===== config.mk =====
export PLATFORM = sky130hd
export DESIGN_NAME = awdu_unit
export DESIGN_NICKNAME = d
export VERILOG_FILES = /design/src/inc/awdu_pkg.sv /design/src/logic/awdu_unit.sv
export VERILOG_INCLUDE_DIRS = /design/src /design/src/inc
export SDC_FILE = /design/constraint.sdc
export NUM_CORES = 1
export LEC_CHECK = 0
export ABC_AREA = 1
export CAP_MARGIN = 20
export CORE_MARGIN = 2
export CORE_UTILIZATION = 70
export CTS_BUF_LIST = sky130_fd_sc_hd__clkbuf_8
export CTS_CLUSTER_SIZE = 8
export DETAILED_ROUTE_END_ITERATION = 10
export DONT_BUFFER_PORTS = 1
export PLACE_DENSITY = 0.86
export SETUP_SLACK_MARGIN = 0.3
export SYNTH_ARGS = -nofsm -noshare
export SYNTH_HDL_FRONTEND = slang
export SYNTH_SLANG_ARGS = --single-unit

===== constraint.sdc =====
create_clock -name clock -period 4.5 [get_ports clock]
set_clock_uncertainty 0.1 [all_clocks]
set_input_delay 0.9 -clock clock [delete_from_list [all_inputs] [get_ports clock]]
set_output_delay 0.9 -clock clock [all_outputs]
set_load 0.005 [all_outputs]

===== src/inc/awdu_params.svh =====
// constants for the aux pin and watchdog unit: register indices, field positions, reset values, timing
// assumes a 125 MHz clock; register byte address is four times the index
`ifndef AWDU_PARAMS_SVH
`define AWDU_PARAMS_SVH
`define AWDU_IDX_PIN_A      8'hd6
`define AWDU_IDX_PIN_B      8'hd7
`define AWDU_IDX_GRP_TWO    8'hef
`define AWDU_IDX_GRP_ONE    8'hf0
`define AWDU_IDX_UNIT       8'hf1
`define AWDU_IDX_VALUE      8'hf2
`define AWDU_IDX_RELOAD     8'hf3
`define AWDU_IDX_STATUS     8'hf4
`define AWDU_IDX_PIN_DATA   8'hf5
`define AWDU_IDX_ACTIVATE   8'h30
`define AWDU_PIN_RESET      8'h01
`define AWDU_PIN_MASK       8'hbb
`define AWDU_GRP_MASK       8'hf8
`define AWDU_UNIT_MASK      8'h80
`define AWDU_ZERO_RESET     8'h00
`define AWDU_B_DIR          0
`define AWDU_B_POL          1
`define AWDU_B_MEMBER       5
`define AWDU_B_DRAIN        7
`define AWDU_B_FILTER       3
`define AWDU_B_SECONDS      7
`define AWDU_B_GAME         0
`define AWDU_B_KBD          1
`define AWDU_B_MOUSE        2
`define AWDU_B_BLINK        3
`define AWDU_B_STATUS       0
`define AWDU_B_FORCE        2
`define AWDU_CLK_NS         8
`define AWDU_SEC_NS         1000000000
`define AWDU_DEBOUNCE_NS    1000
`define AWDU_SEC_PER_MIN    60
`endif


===== src/inc/awdu_pkg.sv =====
// types shared by the aux pin and watchdog unit
// assumes nothing of its surroundings
package awdu_pkg;
  typedef logic [7:0] awdu_byte_t;
  typedef logic [3:0] awdu_route_t;
  typedef enum logic [1:0]
  {
    AWDU_FN_DATA = 2'h0,
    AWDU_FN_IRQ  = 2'h1,
    AWDU_FN_GPIO = 2'h2,
    AWDU_FN_RSVD = 2'h3
  } awdu_func_e;
endpackage


===== src/logic/awdu_unit.sv =====
// aux pin configuration, grouped interrupt routing and watchdog timer behind an APB slave
// assumes APB inputs synchronous to clock; pad inputs already synchronous; one clock domain
//
// The APB interface to the registers was left to the implementer.
`timescale 1ns/10ps
`include "awdu_params.svh"
module awdu_unit #(
  parameter int unsigned CYCLES_PER_SEC  = `AWDU_SEC_NS / `AWDU_CLK_NS,
  parameter int unsigned SEC_PER_MIN     = `AWDU_SEC_PER_MIN,
  parameter int unsigned DEBOUNCE_CYCLES = (`AWDU_DEBOUNCE_NS + `AWDU_CLK_NS - 1) / `AWDU_CLK_NS
)(
  input  wire logic              clock,
  input  wire logic              resetn,
  input  wire logic              psel,
  input  wire logic              penable,
  input  wire logic              pwrite,
  input  wire logic [11:0]       paddr,
  input  wire logic [31:0]       pwdata,
  output logic [31:0]            prdata,
  output logic                   pready,
  output logic                   pslverr,
  input  wire logic [1:0]        padIn,
  output logic [1:0]             padOut,
  output logic [1:0]             padOe,
  input  wire logic [1:0]        parallelDataLine,
  input  wire logic [1:0]        pinIrqLine,
  input  wire logic              groupOneIn,
  input  wire logic              gamePortAccess,
  input  wire logic              keyboardIrq,
  input  wire logic              mouseIrq,
  input  wire logic              powerLedIn,
  output logic                   powerIndicatorOutput,
  output logic                   timeoutStatus,
  output logic [15:0]            irqOut
);
  import awdu_pkg::*;

  localparam int PW = $clog2(CYCLES_PER_SEC);
  localparam int MW = $clog2(SEC_PER_MIN + 1);
  localparam int DW = $clog2(DEBOUNCE_CYCLES + 1);

  // refuse counts the counters cannot hold
  if (CYCLES_PER_SEC < 2 || SEC_PER_MIN < 1 || DEBOUNCE_CYCLES < 1)
  begin : g_bad
    $error("awdu_unit: counts out of range");
  end

  awdu_byte_t    pinCfg_q [2];
  awdu_byte_t    grpCtl_q [2];
  logic          unitSec_q;
  awdu_byte_t    toVal_q;
  awdu_byte_t    reloadCfg_q;
  logic          status_q;
  logic          activate_q;
  logic [1:0]    pinData_q;
  logic [31:0]   prdata_q;
  logic [PW-1:0] presc_q;
  logic [MW-1:0] minCnt_q;
  awdu_byte_t    count_q;
  awdu_byte_t    count_d;
  logic          kbdPrev_q;
  logic          mousePrev_q;
  logic [1:0]    filt_q;
  logic [DW-1:0] deb_q [2];

  // bus decode; only an index with the upper bits clear can hit
  wire [9:0] idx      = paddr[11:2];
  wire       low      = (idx[9:8] == 2'h0);
  wire       hitPinA  = low && idx[7:0] == `AWDU_IDX_PIN_A;
  wire       hitPinB  = low && idx[7:0] == `AWDU_IDX_PIN_B;
  wire       hitGrp2  = low && idx[7:0] == `AWDU_IDX_GRP_TWO;
  wire       hitGrp1  = low && idx[7:0] == `AWDU_IDX_GRP_ONE;
  wire       hitUnit  = low && idx[7:0] == `AWDU_IDX_UNIT;
  wire       hitVal   = low && idx[7:0] == `AWDU_IDX_VALUE;
  wire       hitCfg   = low && idx[7:0] == `AWDU_IDX_RELOAD;
  wire       hitStat  = low && idx[7:0] == `AWDU_IDX_STATUS;
  wire       hitData  = low && idx[7:0] == `AWDU_IDX_PIN_DATA;
  wire       hitAct   = low && idx[7:0] == `AWDU_IDX_ACTIVATE;
  wire       mapped   = hitPinA | hitPinB | hitGrp2 | hitGrp1 | hitUnit | hitVal | hitCfg | hitStat | hitData | hitAct;
  wire       setup    = psel & ~penable;
  wire       wrEn     = psel & penable & pwrite & mapped;
  wire [7:0] wb       = pwdata[7:0];
  wire       wrVal    = wrEn & hitVal;
  wire       wrStat   = wrEn & hitStat;
  wire       forceWr  = wrStat & wb[`AWDU_B_FORCE];

  // answer in the access cycle: data captured at setup so prdata comes from a flop
  assign pready  = 1'b1;
  assign pslverr = psel & penable & ~mapped;
  assign prdata  = prdata_q;

  wire [1:0] pinVal;
  wire [7:0] rdByte = hitPinA ? pinCfg_q[0]
                    : hitPinB ? pinCfg_q[1]
                    : hitGrp2 ? grpCtl_q[1]
                    : hitGrp1 ? grpCtl_q[0]
                    : hitUnit ? {unitSec_q, 7'h00}
                    : hitVal  ? toVal_q
                    : hitCfg  ? reloadCfg_q
                    : hitStat ? {7'h00, status_q}
                    : hitData ? {2'h0, pinVal, 2'h0, pinData_q}
                    : hitAct  ? {7'h00, activate_q}
                    : 8'h00;

  always_ff @(posedge clock or negedge resetn)
  begin
    if (!resetn)
      prdata_q <= 32'h0;
    else if (setup)
      prdata_q <= {24'h0, rdByte};
  end

  // pin and group registers; reserved bits never store
  always_ff @(posedge clock or negedge resetn)
  begin
    if (!resetn)
    begin
      pinCfg_q[0] <= `AWDU_PIN_RESET;
      pinCfg_q[1] <= `AWDU_PIN_RESET;
      grpCtl_q[0] <= `AWDU_ZERO_RESET;
      grpCtl_q[1] <= `AWDU_ZERO_RESET;
      pinData_q   <= 2'h0;
      activate_q  <= 1'b0;
    end
    else
    begin
      if (wrEn && hitPinA) pinCfg_q[0] <= wb & `AWDU_PIN_MASK;
      if (wrEn && hitPinB) pinCfg_q[1] <= wb & `AWDU_PIN_MASK;
      if (wrEn && hitGrp1) grpCtl_q[0] <= wb & `AWDU_GRP_MASK;
      if (wrEn && hitGrp2) grpCtl_q[1] <= wb & `AWDU_GRP_MASK;
      if (wrEn && hitData) pinData_q <= wb[1:0];
      if (wrEn && hitAct) activate_q <= wb[0];
    end
  end

  // watchdog registers clear on reset; unit low bits are dropped so they can never steer anything
  always_ff @(posedge clock or negedge resetn)
  begin
    if (!resetn)
    begin
      unitSec_q   <= 1'b0;
      toVal_q     <= `AWDU_ZERO_RESET;
      reloadCfg_q <= `AWDU_ZERO_RESET;
    end
    else
    begin
      if (wrEn && hitUnit) unitSec_q <= wb[`AWDU_B_SECONDS];
      if (wrVal) toVal_q <= wb;
      if (wrEn && hitCfg) reloadCfg_q <= wb;
    end
  end

  // per pin: logical value, function source and driver type
  wire [1:0] isIn;
  wire [1:0] pinSrc;
  wire [1:0] drvLvl;
  for (genvar i = 0; i < 2; i++)
  begin : g_pin
    wire        dirIn = pinCfg_q[i][`AWDU_B_DIR];
    wire        pol   = pinCfg_q[i][`AWDU_B_POL];
    wire        drain = pinCfg_q[i][`AWDU_B_DRAIN];
    awdu_func_e fn;
    assign fn        = awdu_func_e'(pinCfg_q[i][4:3]);
    assign isIn[i]   = dirIn;
    assign pinVal[i] = padIn[i] ^ pol;
    // data line, irq line or register bit; reserved code drives nothing
    assign pinSrc[i] = (fn == AWDU_FN_DATA) ? parallelDataLine[i]
                     : (fn == AWDU_FN_IRQ)  ? pinIrqLine[i]
                     : pinData_q[i];
    assign drvLvl[i] = pinSrc[i] ^ pol;
    wire drive = ~dirIn & (fn != AWDU_FN_RSVD);
    // open drain only ever pulls low, so a high level lets the board pull-up win
    assign padOut[i] = drain ? 1'b0 : drvLvl[i];
    assign padOe[i]  = drive & (drain ? ~drvLvl[i] : 1'b1);
  end

  // group two gathers member input pins; group one comes from pins outside this block
  wire [1:0] grpRaw = {|(pinVal & isIn & {pinCfg_q[1][`AWDU_B_MEMBER], pinCfg_q[0][`AWDU_B_MEMBER]}),
                       groupOneIn};
  wire [1:0] grpSig;
  wire [15:0] routeHit [3];
  for (genvar g = 0; g < 2; g++)
  begin : g_grp
    wire stable = (deb_q[g] == DW'(DEBOUNCE_CYCLES - 1));
    // filter follows the raw level only once it held for the debounce time
    always_ff @(posedge clock or negedge resetn)
    begin
      if (!resetn)
      begin
        filt_q[g] <= 1'b0;
        deb_q[g]  <= '0;
      end
      else if (grpRaw[g] == filt_q[g])
        deb_q[g] <= '0;
      else if (stable)
      begin
        filt_q[g] <= grpRaw[g];
        deb_q[g]  <= '0;
      end
      else
        deb_q[g] <= deb_q[g] + DW'(1);
    end
    assign grpSig[g] = grpCtl_q[g][`AWDU_B_FILTER] ? filt_q[g] : grpRaw[g];
  end

  // routing: code n drives irq n, codes zero and two drive nothing
  wire [2:0] srcSig = {status_q, grpSig};
  wire [3:0] route [3];
  assign route[0] = grpCtl_q[0][7:4];
  assign route[1] = grpCtl_q[1][7:4];
  assign route[2] = reloadCfg_q[7:4];
  for (genvar n = 0; n < 16; n++)
  begin : g_irq
    for (genvar s = 0; s < 3; s++)
    begin : g_src
      assign routeHit[s][n] = srcSig[s] & (route[s] == 4'(n)) & (n != 0) & (n != 2);
    end
    assign irqOut[n] = routeHit[0][n] | routeHit[1][n] | routeHit[2][n];
  end

  // unit time base; the second prescaler also times the blink
  wire secTick  = (presc_q == PW'(CYCLES_PER_SEC - 1));
  wire minTick  = secTick & (minCnt_q == MW'(SEC_PER_MIN - 1));
  wire unitTick = unitSec_q ? secTick : minTick;

  always_ff @(posedge clock or negedge resetn)
  begin
    if (!resetn)
    begin
      presc_q  <= '0;
      minCnt_q <= '0;
    end
    else
    begin
      presc_q <= secTick ? '0 : presc_q + PW'(1);
      if (minTick)
        minCnt_q <= '0;
      else if (secTick)
        minCnt_q <= minCnt_q + MW'(1);
    end
  end

  // restart sources; keyboard and mouse irqs are levels, so only their rising edge counts
  wire kbdEdge   = keyboardIrq & ~kbdPrev_q;
  wire mouseEdge = mouseIrq & ~mousePrev_q;
  wire restart   = (reloadCfg_q[`AWDU_B_GAME] & gamePortAccess)
                 | (reloadCfg_q[`AWDU_B_KBD] & kbdEdge)
                 | (reloadCfg_q[`AWDU_B_MOUSE] & mouseEdge);
  wire running   = activate_q & (toVal_q != 8'h00) & (count_q != 8'h00);
  wire expire    = running & unitTick & (count_q == 8'h01) & ~restart & ~wrVal;

  always_comb
  begin
    count_d = count_q;
    if (wrVal)
      count_d = wb;
    else if (restart)
      count_d = toVal_q;
    else if (running && unitTick)
      count_d = count_q - 8'h01;
  end

  // status: hardware set wins over a software clear in the same cycle
  always_ff @(posedge clock or negedge resetn)
  begin
    if (!resetn)
    begin
      count_q     <= 8'h00;
      status_q    <= 1'b0;
      kbdPrev_q   <= 1'b0;
      mousePrev_q <= 1'b0;
    end
    else
    begin
      count_q     <= count_d;
      kbdPrev_q   <= keyboardIrq;
      mousePrev_q <= mouseIrq;
      if (expire || forceWr)
        status_q <= 1'b1;
      else if (wrStat)
        status_q <= wb[`AWDU_B_STATUS];
    end
  end

  // blink on for the first half of each second while timed out
  wire blinkOn = (presc_q < PW'(CYCLES_PER_SEC / 2));
  wire blinking = status_q & reloadCfg_q[`AWDU_B_BLINK];
  assign powerIndicatorOutput = blinking ? blinkOn : powerLedIn;
  assign timeoutStatus = status_q;
endmodule


# == Yosys cells after proc, flatten, opt, wreduce, memory -nomap -nowiden ==
# Index checks and enable logic that the tools add are counted.
# op_classes
n_addsub,5
order_cmp,1
n_eq_ne,63
muxes,34
n_bitwise,124
reduce_logical,31
# ops
op,n
equality test 4 bit (second input constant),24
two-way mux 8 bit,10
equality test 8 bit (second input constant),9
bitwise AND 1 bit,67
equality test 4 x 3 -> 1 bit (second input constant),12
bitwise OR 1 bit,39
two-way mux 7 bit,4
adder 27 x 1 -> 27 bit (second input constant),1
equality test 27 bit (second input constant),1
less-than comparator 27 x 26 -> 1 bit (second input constant),1
two-way mux 27 bit,1
two-way mux 6 bit,4
logical AND 1 bit,19
nonzero test 8 bit,2
two-way mux 1 bit,15
adder 7 x 1 -> 7 bit (second input constant),2
equality test 7 bit (second input constant),2
equality test 4 x 1 -> 1 bit (second input constant),3
equality test 4 x 2 -> 1 bit (second input constant),3
NOT 1 bit,12
equality test 8 x 1 -> 1 bit (second input constant),1
equality test 8 x 6 -> 1 bit (second input constant),1
subtractor 8 x 1 -> 8 bit (second input constant),1
adder 6 x 1 -> 6 bit (second input constant),1
other kinds (12),23
# word_totals
ff_bits,110
in_bits,60
elab_cells,278

# == Longest topological paths before layout ==
# Gate-level depths: netlist of run 1.
# logic_depth
word_depth,17
mapped_depth,14
depth_no_buf,13

# == Least setup slack after synthesis of run 1 ==
# Ideal clock, no wire load.
# synth_timing
kind,in2out
start,input port padIn[1]
end,output port irqOut[6]
arrival_time_ps,1892
required_time_ps,3500
slack_ps,1608
cell_stages,8
path_cell_list,xnor2_1 > or2_1 > nand2_1 > inv_1 > o21ai_2 > buf_2 > nand4_1 > nand3_1
# synth_between
elab_chain_len,8
# synth_rtl
item,line_no,source
start: declaration,awdu_unit.sv:22,"input wire logic [1:0] padIn,"
bitwise XOR 1 bit,awdu_unit.sv:165,assign pinVal[i] = padIn[i] ^ pol;
bitwise AND 2 bit (2 in a row),awdu_unit.sv:178,"wire [1:0] grpRaw = {|(pinVal & isIn & {pinCfg_q[1][`AWDU_B_MEMBER], pinCfg_q[0][`AWDU_B_MEMBER]}),"
OR reduction 2 bit,awdu_unit.sv:178,
two-way mux 1 bit,awdu_unit.sv:203,assign grpSig[g] = grpCtl_q[g][`AWDU_B_FILTER] ? filt_q[g] : grpRaw[g];
bitwise AND 1 bit,awdu_unit.sv:216,assign routeHit[s][n] = srcSig[s] & (route[s] == 4'(n)) & (n != 0) & (n != 2);
bitwise OR 1 bit (2 in a row),awdu_unit.sv:218,assign irqOut[n] = routeHit[0][n] | routeHit[1][n] | routeHit[2][n];
end: declaration,awdu_unit.sv:34,output logic [15:0] irqOut
# No other way between the ends.

# == Final worst setup path of run 1 ==
# layout_timing
start,register pinCfg_q (netlist bit g_pin[1].dirIn)
end,output port irqOut[10]
# layout_between
elab_chain_len,7
# layout_rtl
item,line_no,source
start: declaration,awdu_unit.sv:48,awdu_byte_t pinCfg_q [2];
bitwise AND 2 bit (2 in a row),awdu_unit.sv:178,
OR reduction 2 bit,awdu_unit.sv:178,
two-way mux 1 bit,awdu_unit.sv:203,
bitwise AND 1 bit,awdu_unit.sv:216,
bitwise OR 1 bit (2 in a row),awdu_unit.sv:218,
# No other way between the ends.

==> results.ini, run 1 <==
[grt]
grt_max_degree=111
gr-total-overflow=0
grt_pass1_vias=5815
grt_first_pass_wirelength_um=27600
grt_use_total=0.319
antenna_found_initial=0

[placed_design]
dp_hpwl_um=12500
place_area_mm2=0.00691
placed_cells=1075
gp_congestion=0.981
port-buffer-count=0

[pwr]
peakVddDrop_v=0.000269
seq_power_share=0.549
p_int_mw=1.44
switching_share=0.260
p_switching_mw=0.504
cellPowerDensity_mw_per_mm2=272
leakagePower_nw=3.53
pwr-share-clk=0.356
combPwrFrac=0.096

[detailed_routing]
drcViolationCount=0
dr_wl_met3_um=1420
vias_per_cell=5.68
drt_iter0_drc=405
drt-met1-wl_um=7340
dr.pass1.iters=5
top_layer_used=met4
wl_um=16600
wl_met2_um=7350
vias=6198
postRouteAntennaNets=0
post_drt_wl_per_cell_um=15.2

[worst_setup_path]
slowest_stage=dfstp_2
crit_chain=nand2_1 > or2_1 > nand2_1 > inv_1 > o21ai_2 > nand4_1 > nand3_1
arrival_ps=2260
crit_top_cell=nand2_1
cp_num_buf_inv=1
slowest_delay_ps=580
crit_type=flop to output port
start_kind=flop
cp-end-kind=output port
cp_max_fo=14
required_ps=3500
cp_top_family=simple AND/OR/NAND/NOR gates

[die]
ioPinCount=116
die_area_mm2=0.0107
fp-row-count=36
start_util=0.718
coreArea_mm2=0.00968
dieWidth_um=104
die_h_um=104

[timing]
fin_crit_ps=3260
clock.fmax_mhz=306
setup_viol=0
drv_slew=0
fin_setup_tns_ps=0
period_share=0.725
rsz0062_at_grt=no
worst_pin_slew_ps=889
hold_viol=0
relSlewSlack=0.405
hold_slack_ps=88.6

[cts]
cts_num_sinks=110
cts_tree=built
clkTransAtPathRegs_ps=110
cts_made_buffers=9
postCtsSetupBuffers=0
insertion_delay_ps=390
cts_buffer_depth=2
cts_root_buffer=clkbuf_8
postCtsHoldBufs=0
cts_resized=0
h-tree-depth=3

[final_layout]
diodes=0
final_cells=1091
final_nets=1022
area_growth_pct=2.72
final_area_mm2=0.00714
layout-drive-gt1-share=0.0532

[logic_synthesis]
ys_ff_latch=110
yosysSeqAreaShare=0.396
synthAdderAreaFrac=0.0162
synth-xor-area-share=0.0504
synth-simple-area-share=0.349
synth_commonest_cells=nand2_1 (246), inv_1 (122), dfrtp_1 (108)
synth_top_family_by_area=simple AND/OR/NAND/NOR gates
yosys.area.top_type=dfrtp_1
synth_area_leaders=dfrtp_1 (39%), nand2_1 (13%), inv_1 (6.6%)
synth_top_area_frac=0.389
synth_edf_count=0
synthFlopType=dfrtp_1
syn_area_per_cell_um2=7.22
synth_compound_area_frac=0.0704
yosysWarnings=0
synth.area.mux_share=0.00324
syn_area_mm2=0.00695
synth_cells=962
synthArstFlopShare=1.00
yosysMostFrequentCell=nand2_1
yosys.cell_types.count=45

[status]
status=finished, final reports clean

[min_path]
hold_path_class=input pin to asynchronous set/reset pin

[flow_run]
drv_cap=0

cell usage in the layout (no fill, tap or decap), types with 22 or more instances in the layout:
master and count:
conb_1 27, dfrtp_1 108, inv_1 122, nand2_1 246, nand3_1 74, nand4_1 54
nor2_1 99, nor3_1 22, o21ai_0 44, xor2_1 31
logic make-up (layout without fill, tap and decap cells):
logic type,after synthesis,count (layout)
AOI/OAI and AO/OA,90,90
DFF,110,110
xor gates and xnor gates,40,40
adders and majority gates,9,9
muxes,2,2
buffers and inverters,173,144
other,2,27
and+or+nand+nor,536,536
power groups by stage:
stage | Sequential, mW | Clock, mW | Combinational, mW
2_1_floorplan | 1.08 | 0 | 0.172
3_3_place_gp | 1.08 | 0 | 0.177
3_5_place_dp | 1.08 | 0 | 0.184
4_1_cts | 1.07 | 0.697 | 0.185
5_1_grt | 1.07 | 0.734 | 0.212
6_report | 1.07 | 0.691 | 0.186
cell type report:
type | instances | area [um2]
multi-input cells | 704 | 3500
flip-flops and latches | 110 | 2760
well taps | 133 | 166
clock buffers | 10 | 138
inverters | 127 | 477
fillers | 826 | 2540
clock inverters | 6 | 93.8
repair buffers | 1 | 7.51
worst paths after layout:
kind / from / slack, ps / depth (start not counted) / endpoint
max: g_pin[1].dirIn$_DFFE_PN1P_ / 1240 / 7 / irqOut[10]
min: resetn / 90 / 0 / minCnt_q[2]$_DFFE_PN0P_
max reg2reg: presc_q[0]$_DFF_PN0_ / 2100 / 10 / count_q[5]$_DFFE_PN0P_
min reg2reg: deb_q[0]$_DFF_PN0_ / 370 / 1 / deb_q[0]$_DFF_PN0_
max in group asynchronous: resetn / 3990 / 0 / g_pin[0].dirIn$_DFFE_PN1P_
min in group clock: deb_q[0]$_DFF_PN0_ / 370 / 1 / deb_q[0]$_DFF_PN0_
sequential cells by signal (all words and copies together), names as in the netlist, 4 cells and up:
signal	flops
g_pin.fn	4
toVal_q	8
presc_q	27
prdata	8
grpCtl_q	10
deb_q	14
count_q	8
reloadCfg_q	8
minCnt_q	6
per-layer routing:
layer,vias up,GRT usage
li1,3049,-
met1,2873,0.446
met2,232,0.486
met3,44,0.0831
met4,0,0.111
met5,-,0
per-stage QoR:
| step | setup WS, ps | power [mW] | util |
|---|---|---|---|
| final | 1240 | 1.94 | 0.737 |
| after global routing | 1080 | 2.02 | 0.737 |
| after CTS | 1240 | 1.95 | 0.737 |
| after detailed placement | 1290 | 1.27 | 0.713 |
| after global placement | 1340 | 1.26 | 0.713 |
| after floorplan | 1610 | 1.25 | - |
Power figures use the tool's default switching activity.
==> run 2: changes to the inputs <==
Settings changed: CORE_UTILIZATION 70 to 60, PLACE_DENSITY 0.86 to 0.79.
Clock period 4.5 ns to 2.8 ns, I/O delays scaled along.
==> results.ini, run 2 (synthesis gave the netlist of run 1 again) <==
[status]
status=complete, but fails checks  ; was finished, final reports clean
violations=negative hold slack

[cts]
h-tree-depth=3  ; unchanged
clkTransAtPathRegs_ps=110  ; about the same
cts_made_buffers=9  ; unchanged
cts_tree=built  ; unchanged
cts_root_buffer=clkbuf_8  ; unchanged
cts_num_sinks=110  ; unchanged
cts_buffer_depth=2  ; unchanged
insertion_delay_ps=400  ; was 390 ps

[worst_setup_path]
required_ps=2140  ; was 3500 ps
arrival_ps=1940  ; was 2260 ps
start_kind=flop  ; unchanged
cp-end-kind=output port  ; unchanged
reg2reg_depth=9  ; was 10
r2r_start=presc_q[0]$_DFF_PN0_  ; unchanged
r2r_end=count_q[2]$_DFFE_PN0P_  ; was count_q[5]$_DFFE_PN0P_
cp_max_fo=7  ; was 14
crit_type=flop to output port  ; unchanged
rrSetupSlack_ps=520  ; was 2100 ps

[pwr]
leakagePower_nw=3.70  ; was 3.53 nW
peakVddDrop_v=0.000439  ; was 0.000269 V
cellPowerDensity_mw_per_mm2=419  ; was 272 mW/mm2

[detailed_routing]
postRouteAntennaNets=0  ; unchanged
post_drt_wl_per_cell_um=15.4  ; was 15.2 um
vias=6236  ; was 6,198
drt_iter0_drc=620  ; was 405
dr.pass1.iters=7  ; was 5
drcViolationCount=0  ; unchanged
wl_um=17200  ; was 16,600 um
vias_per_cell=5.60  ; was 5.68

[die]
start_util=0.611  ; was 0.718
ioPinCount=116  ; unchanged
dieWidth_um=112  ; was 104 um
fp-row-count=39  ; was 36
die_h_um=112  ; was 104 um
coreArea_mm2=0.0114  ; was 0.00968 mm2
die_area_mm2=0.0125  ; was 0.0107 mm2

[final_layout]
largest_reg_flops=27  ; unchanged
area_growth_pct=6.19  ; was 2.72%
multi_input_area_mm2=0.00359  ; was 0.00350 mm2
final_common_cell=nand2_1  ; unchanged
fillers=1018  ; was 826
final_nets=1036  ; was 1,022
layout-drive-gt1-share=0.0896  ; was 0.0532
seq_area_mm2=0.00276  ; about the same
top_regs=presc_q (27), deb_q (14), grpCtl_q (10)  ; unchanged
largest-register=presc_q  ; unchanged
final_cell_mix=nand2_1 (243), inv_1 (120), dfrtp_1 (105)  ; was nand2_1 (246), inv_1 (122), dfrtp_1 (108)
fin_util=0.649  ; was 0.737
diodes=0  ; unchanged

[min_path]
hold_path_class=input pin to asynchronous set/reset pin  ; unchanged

[timing]
drv_slew=0  ; unchanged
hold_viol=110  ; was 0
hold_slack_ps=-256  ; was 88.6 ps
rsz0062_at_grt=yes  ; was no
setup_viol=0  ; unchanged
worst_pin_slew_ps=636  ; was 889 ps
relSlewSlack=0.572  ; was 0.405
clock.fmax_mhz=384
fin_crit_ps=2600
period_share=0.930
fin_setup_tns_ps=0  ; unchanged
fin_ws_ps=196  ; was 1240 ps

[placed_design]
port-buffer-count=0  ; unchanged
dp_hpwl_um=12800  ; was 12,500 um
gp_congestion=0.908  ; was 0.981
dp_slack_ps=295  ; was 1290 ps

[grt]
gr-total-overflow=0  ; unchanged
grt_use_total=0.286  ; was 0.319
antenna_found_initial=0  ; unchanged
grt_pass1_vias=5902  ; was 5,815
grt_max_degree=111  ; unchanged
grt_first_pass_wirelength_um=28700  ; was 27,600 um

[flow_run]
drv_cap=0  ; unchanged

==> run 2: worst max-delay path by stage <==
| stage | from | end | slack [ps] | cells after the start |
|---|---|---|---|---|
| after floorplan | padIn[1] | irqOut[6] | 590 | 8 |
| after global placement | padIn[1] | irqOut[15] | 330 | 7 |
| after detailed placement | padIn[1] | irqOut[15] | 300 | 7 |
| after CTS | g_pin[1].dirIn$_DFFE_PN1P_ | irqOut[14] | 180 | 8 |
| after global routing | g_pin[1].dirIn$_DFFE_PN1P_ | irqOut[14] | 100 | 8 |
| final | g_pin[1].pol$_DFFE_PN0P_ | irqOut[14] | 200 | 8 |
==> run 2: cell type report <==
type / instances / area share
clock buffers: 9 / 0.0168
flip-flops and latches: 110 / 0.374
repair buffers: 15 / 0.0193
inverters: 127 / 0.0665
well taps: 143 / 0.0242
clock inverters: 6 / 0.0127
multi-input cells: 704 / 0.487
==> run 2: worst max-delay path: stages (launching register included) <==
cell and delay, ps:
dfrtp_1 430, xnor2_1 160, or2_1 250, nand2_2 100, inv_2 50, o21ai_4 180, buf_12 140, nand4_1 110
nand3_2 120
==> run 2: metal layers <==
layer,global-route usage,share of wire
met2,0.448,0.46
met3,0.0719,0.072
met5,0,0
met1,0.404,0.45
met4,0.0650,0.014
==> run 2: timing repair <==
item                                    4_1_cts  5_1_grt
hold endpoints to repair                    110      110
setup buffers                                 4        4
cloned                                        0        1
resized for setup                            14       13
endpoints found under the setup margin       15       15
pin swaps                                     1        5
==> run 2: stage by stage <==
| stage | cells | total power, mW | instance area (um2) |
|---|---|---|---|
| 2_1_floorplan | 987 | 2.01 | 7040 |
| 3_3_place_gp | 1090 | 2.03 | 6960 |
| 3_5_place_dp | 1090 | 2.05 | 6960 |
| 4_1_cts | 1109 | 3.11 | 7270 |
| 5_1_grt | 1114 | 3.23 | 7380 |
| 6_report | 1114 | 3.09 | 7380 |
==> run 2: where the power goes <==
group          switching (mW)  internal [mW]
Clock                   0.561          0.507
Combinational           0.187          0.123
Sequential             0.0575           1.66
Total                   0.806           2.29
==> run 3: changes to the inputs <==
Settings changed: HOLD_SLACK_MARGIN set to 0.06.
==> results.ini, run 3 (synthesis gave the netlist of run 1 again) <==
[detailed_routing]
wl_um=17300  ; was 17,200 um
vias=6239  ; was 6,236
drcViolationCount=0  ; unchanged
dr.pass1.iters=7  ; unchanged
post_drt_wl_per_cell_um=15.6  ; was 15.4 um
vias_per_cell=5.60  ; about the same
postRouteAntennaNets=0  ; unchanged
drt_iter0_drc=566  ; was 620

[pwr]
p_switching_mw=0.803  ; was 0.806 mW
p_int_mw=2.29  ; about the same
cellPowerDensity_mw_per_mm2=418  ; was 419 mW/mm2
pwr-share-clk=0.344  ; was 0.345
switching_share=0.260  ; was 0.261
peakVddDrop_v=0.000435  ; was 0.000439 V
seq_power_share=0.555  ; was 0.554
combPwrFrac=0.101  ; was 0.100
leakagePower_nw=3.70  ; about the same

[die]
fp-row-count=39  ; unchanged
start_util=0.611  ; unchanged
die_h_um=112  ; unchanged
dieWidth_um=112  ; unchanged
ioPinCount=116  ; unchanged
die_area_mm2=0.0125  ; unchanged
coreArea_mm2=0.0114  ; unchanged

[cts]
cts_num_sinks=110  ; unchanged
cts_made_buffers=9  ; unchanged
cts_buffer_depth=2  ; unchanged
insertion_delay_ps=390  ; was 400 ps
clkTransAtPathRegs_ps=100  ; was 110 ps
cts_tree=built  ; unchanged
cts_root_buffer=clkbuf_8  ; unchanged
h-tree-depth=3  ; unchanged

[worst_setup_path]
cp_max_fo=7  ; unchanged
r2r_start=presc_q[0]$_DFF_PN0_  ; unchanged
crit_type=flop to output port  ; unchanged
slowest_delay_ps=420  ; was 430 ps
arrival_ps=1950  ; was 1940 ps
cp_top_family=simple AND/OR/NAND/NOR gates  ; unchanged
start_kind=flop  ; unchanged
slowest_stage=dfrtp_1  ; unchanged
cp_num_buf_inv=2  ; unchanged
crit_chain=xnor2_1 > or2_1 > nand2_2 > inv_2 > o21ai_4 > buf_12 > nand4_1 > nand3_2  ; unchanged
required_ps=2140  ; about the same
startpoint=g_pin[1].pol$_DFFE_PN0P_  ; unchanged
cp-end-kind=output port  ; unchanged

[grt]
grt_first_pass_wirelength_um=28700  ; unchanged
grt_pass1_vias=5902  ; unchanged
antenna_found_initial=0  ; unchanged
gr-total-overflow=0  ; unchanged
grt_use_total=0.286  ; unchanged
grt_max_degree=111  ; unchanged

[placed_design]
placed_cells=1090  ; unchanged
port-buffer-count=0  ; unchanged
gp_congestion=0.908  ; unchanged
dp_hpwl_um=12800  ; unchanged

[timing]
period_share=0.933  ; was 0.930
setup_viol=0  ; unchanged
worst_pin_slew_ps=642  ; was 636 ps
hold_viol=110  ; unchanged
hold_slack_ps=-251  ; was -256 ps
drv_slew=0  ; unchanged
fin_crit_ps=2610  ; was 2600 ps
rsz0062_at_grt=yes  ; unchanged
relSlewSlack=0.569  ; was 0.572
fin_setup_tns_ps=0  ; unchanged
clock.fmax_mhz=383  ; was 384 MHz

[final_layout]
layout-drive-gt1-share=0.0895  ; was 0.0896
final_cell_mix=nand2_1 (243), inv_1 (120), dfrtp_1 (105)  ; unchanged
final_cells=1115  ; was 1,114
fillers=1017  ; was 1,018
final_common_cell=nand2_1  ; unchanged
multi_input_area_mm2=0.00359  ; unchanged
seq_area_mm2=0.00276  ; unchanged
top_regs=presc_q (27), deb_q (14), grpCtl_q (10)  ; unchanged
final_nets=1037  ; was 1,036
area_growth_pct=6.34  ; was 6.19%
largest-register=presc_q  ; unchanged
largest_reg_flops=27  ; unchanged
diodes=0  ; unchanged

[min_path]
hold_path_class=input pin to asynchronous set/reset pin  ; unchanged

[status]
violations=negative hold slack  ; unchanged
status=complete, but fails checks  ; unchanged

[flow_run]
drv_cap=0  ; unchanged

## run 3: cell count changes in the layout (fill, tap and decap cells not counted)
cell and delta:
dlygate4sd3_1 +1
## run 3: repair_timing
action                                 CTS  global route
cloned                                   0             1
gates resized for setup                 14            13
pin swaps                                1             5
endpoints found under the hold margin  110           111
setup buffers                            4             4
setup endpoints to repair               15            15
## run 3: final cells by class
cell class | instances | area share
Clock inverter | 6 | 0.0127
Timing Repair Buffer | 16 | 0.0207
Clock buffer | 9 | 0.0168
Tap cell | 143 | 0.0242
Inverter | 127 | 0.0664
Sequential cell | 110 | 0.373
Multi-Input combinational cell | 704 | 0.486
## run 3: path summary, 6_finish.rpt
check                                                  end  slack [ps]  cells after the start
worst min register to register          deb_q[0]$_DFF_PN0_         390                      1
worst min-delay path                    deb_q[4]$_DFF_PN0_        -250                      0
max in group asynchronous       g_pin[0].dirIn$_DFFE_PN1P_        2630                      0
worst max register to register      count_q[2]$_DFFE_PN0P_         530                      9
worst max-delay path                            irqOut[14]         190                      8
min in group clock                     kbdPrev_q$_DFF_PN0_          90                      0
## run 3: worst reg2reg max path: stages, from the launching register on
cell and delay, ps:
dfrtp_1 410, ha_1 220, nand2_1 100, nor3_2 230, nand2_1 150, nor3_2 280, nand2_1 280, nand3_2 270
nand2_1 110, nand2_1 60
## run 3: routing by layer
layer  wire (um)  track usage  vias up
met3        1390       0.0719       20
li1            -            -     3071
met4         242       0.0650        0
met1        7640        0.404     2917
met2        8080        0.448      231
met5           0            0        -
## run 3: per-stage QoR
step | hold WS, ps | cell area (um2) | util | setup WS, ps | power (mW)
2_1_floorplan | 164 | 7040 | - | 588 | 2.01
3_3_place_gp | 168 | 6960 | 0.612 | 326 | 2.03
3_5_place_dp | 167 | 6960 | 0.612 | 295 | 2.05
4_1_cts | -273 | 7270 | 0.639 | 183 | 3.11
5_1_grt | -290 | 7390 | 0.650 | 96.7 | 3.23
6_report | -251 | 7390 | 0.650 | 188 | 3.09
## run 3: power groups by stage
stage	registers, mW	logic (mW)	clock network, mW
after floorplan	1.73	0.276	0
after global placement	1.74	0.291	0
after detailed placement	1.74	0.302	0
after CTS	1.71	0.305	1.09
after global routing	1.72	0.355	1.16
final	1.71	0.312	1.06
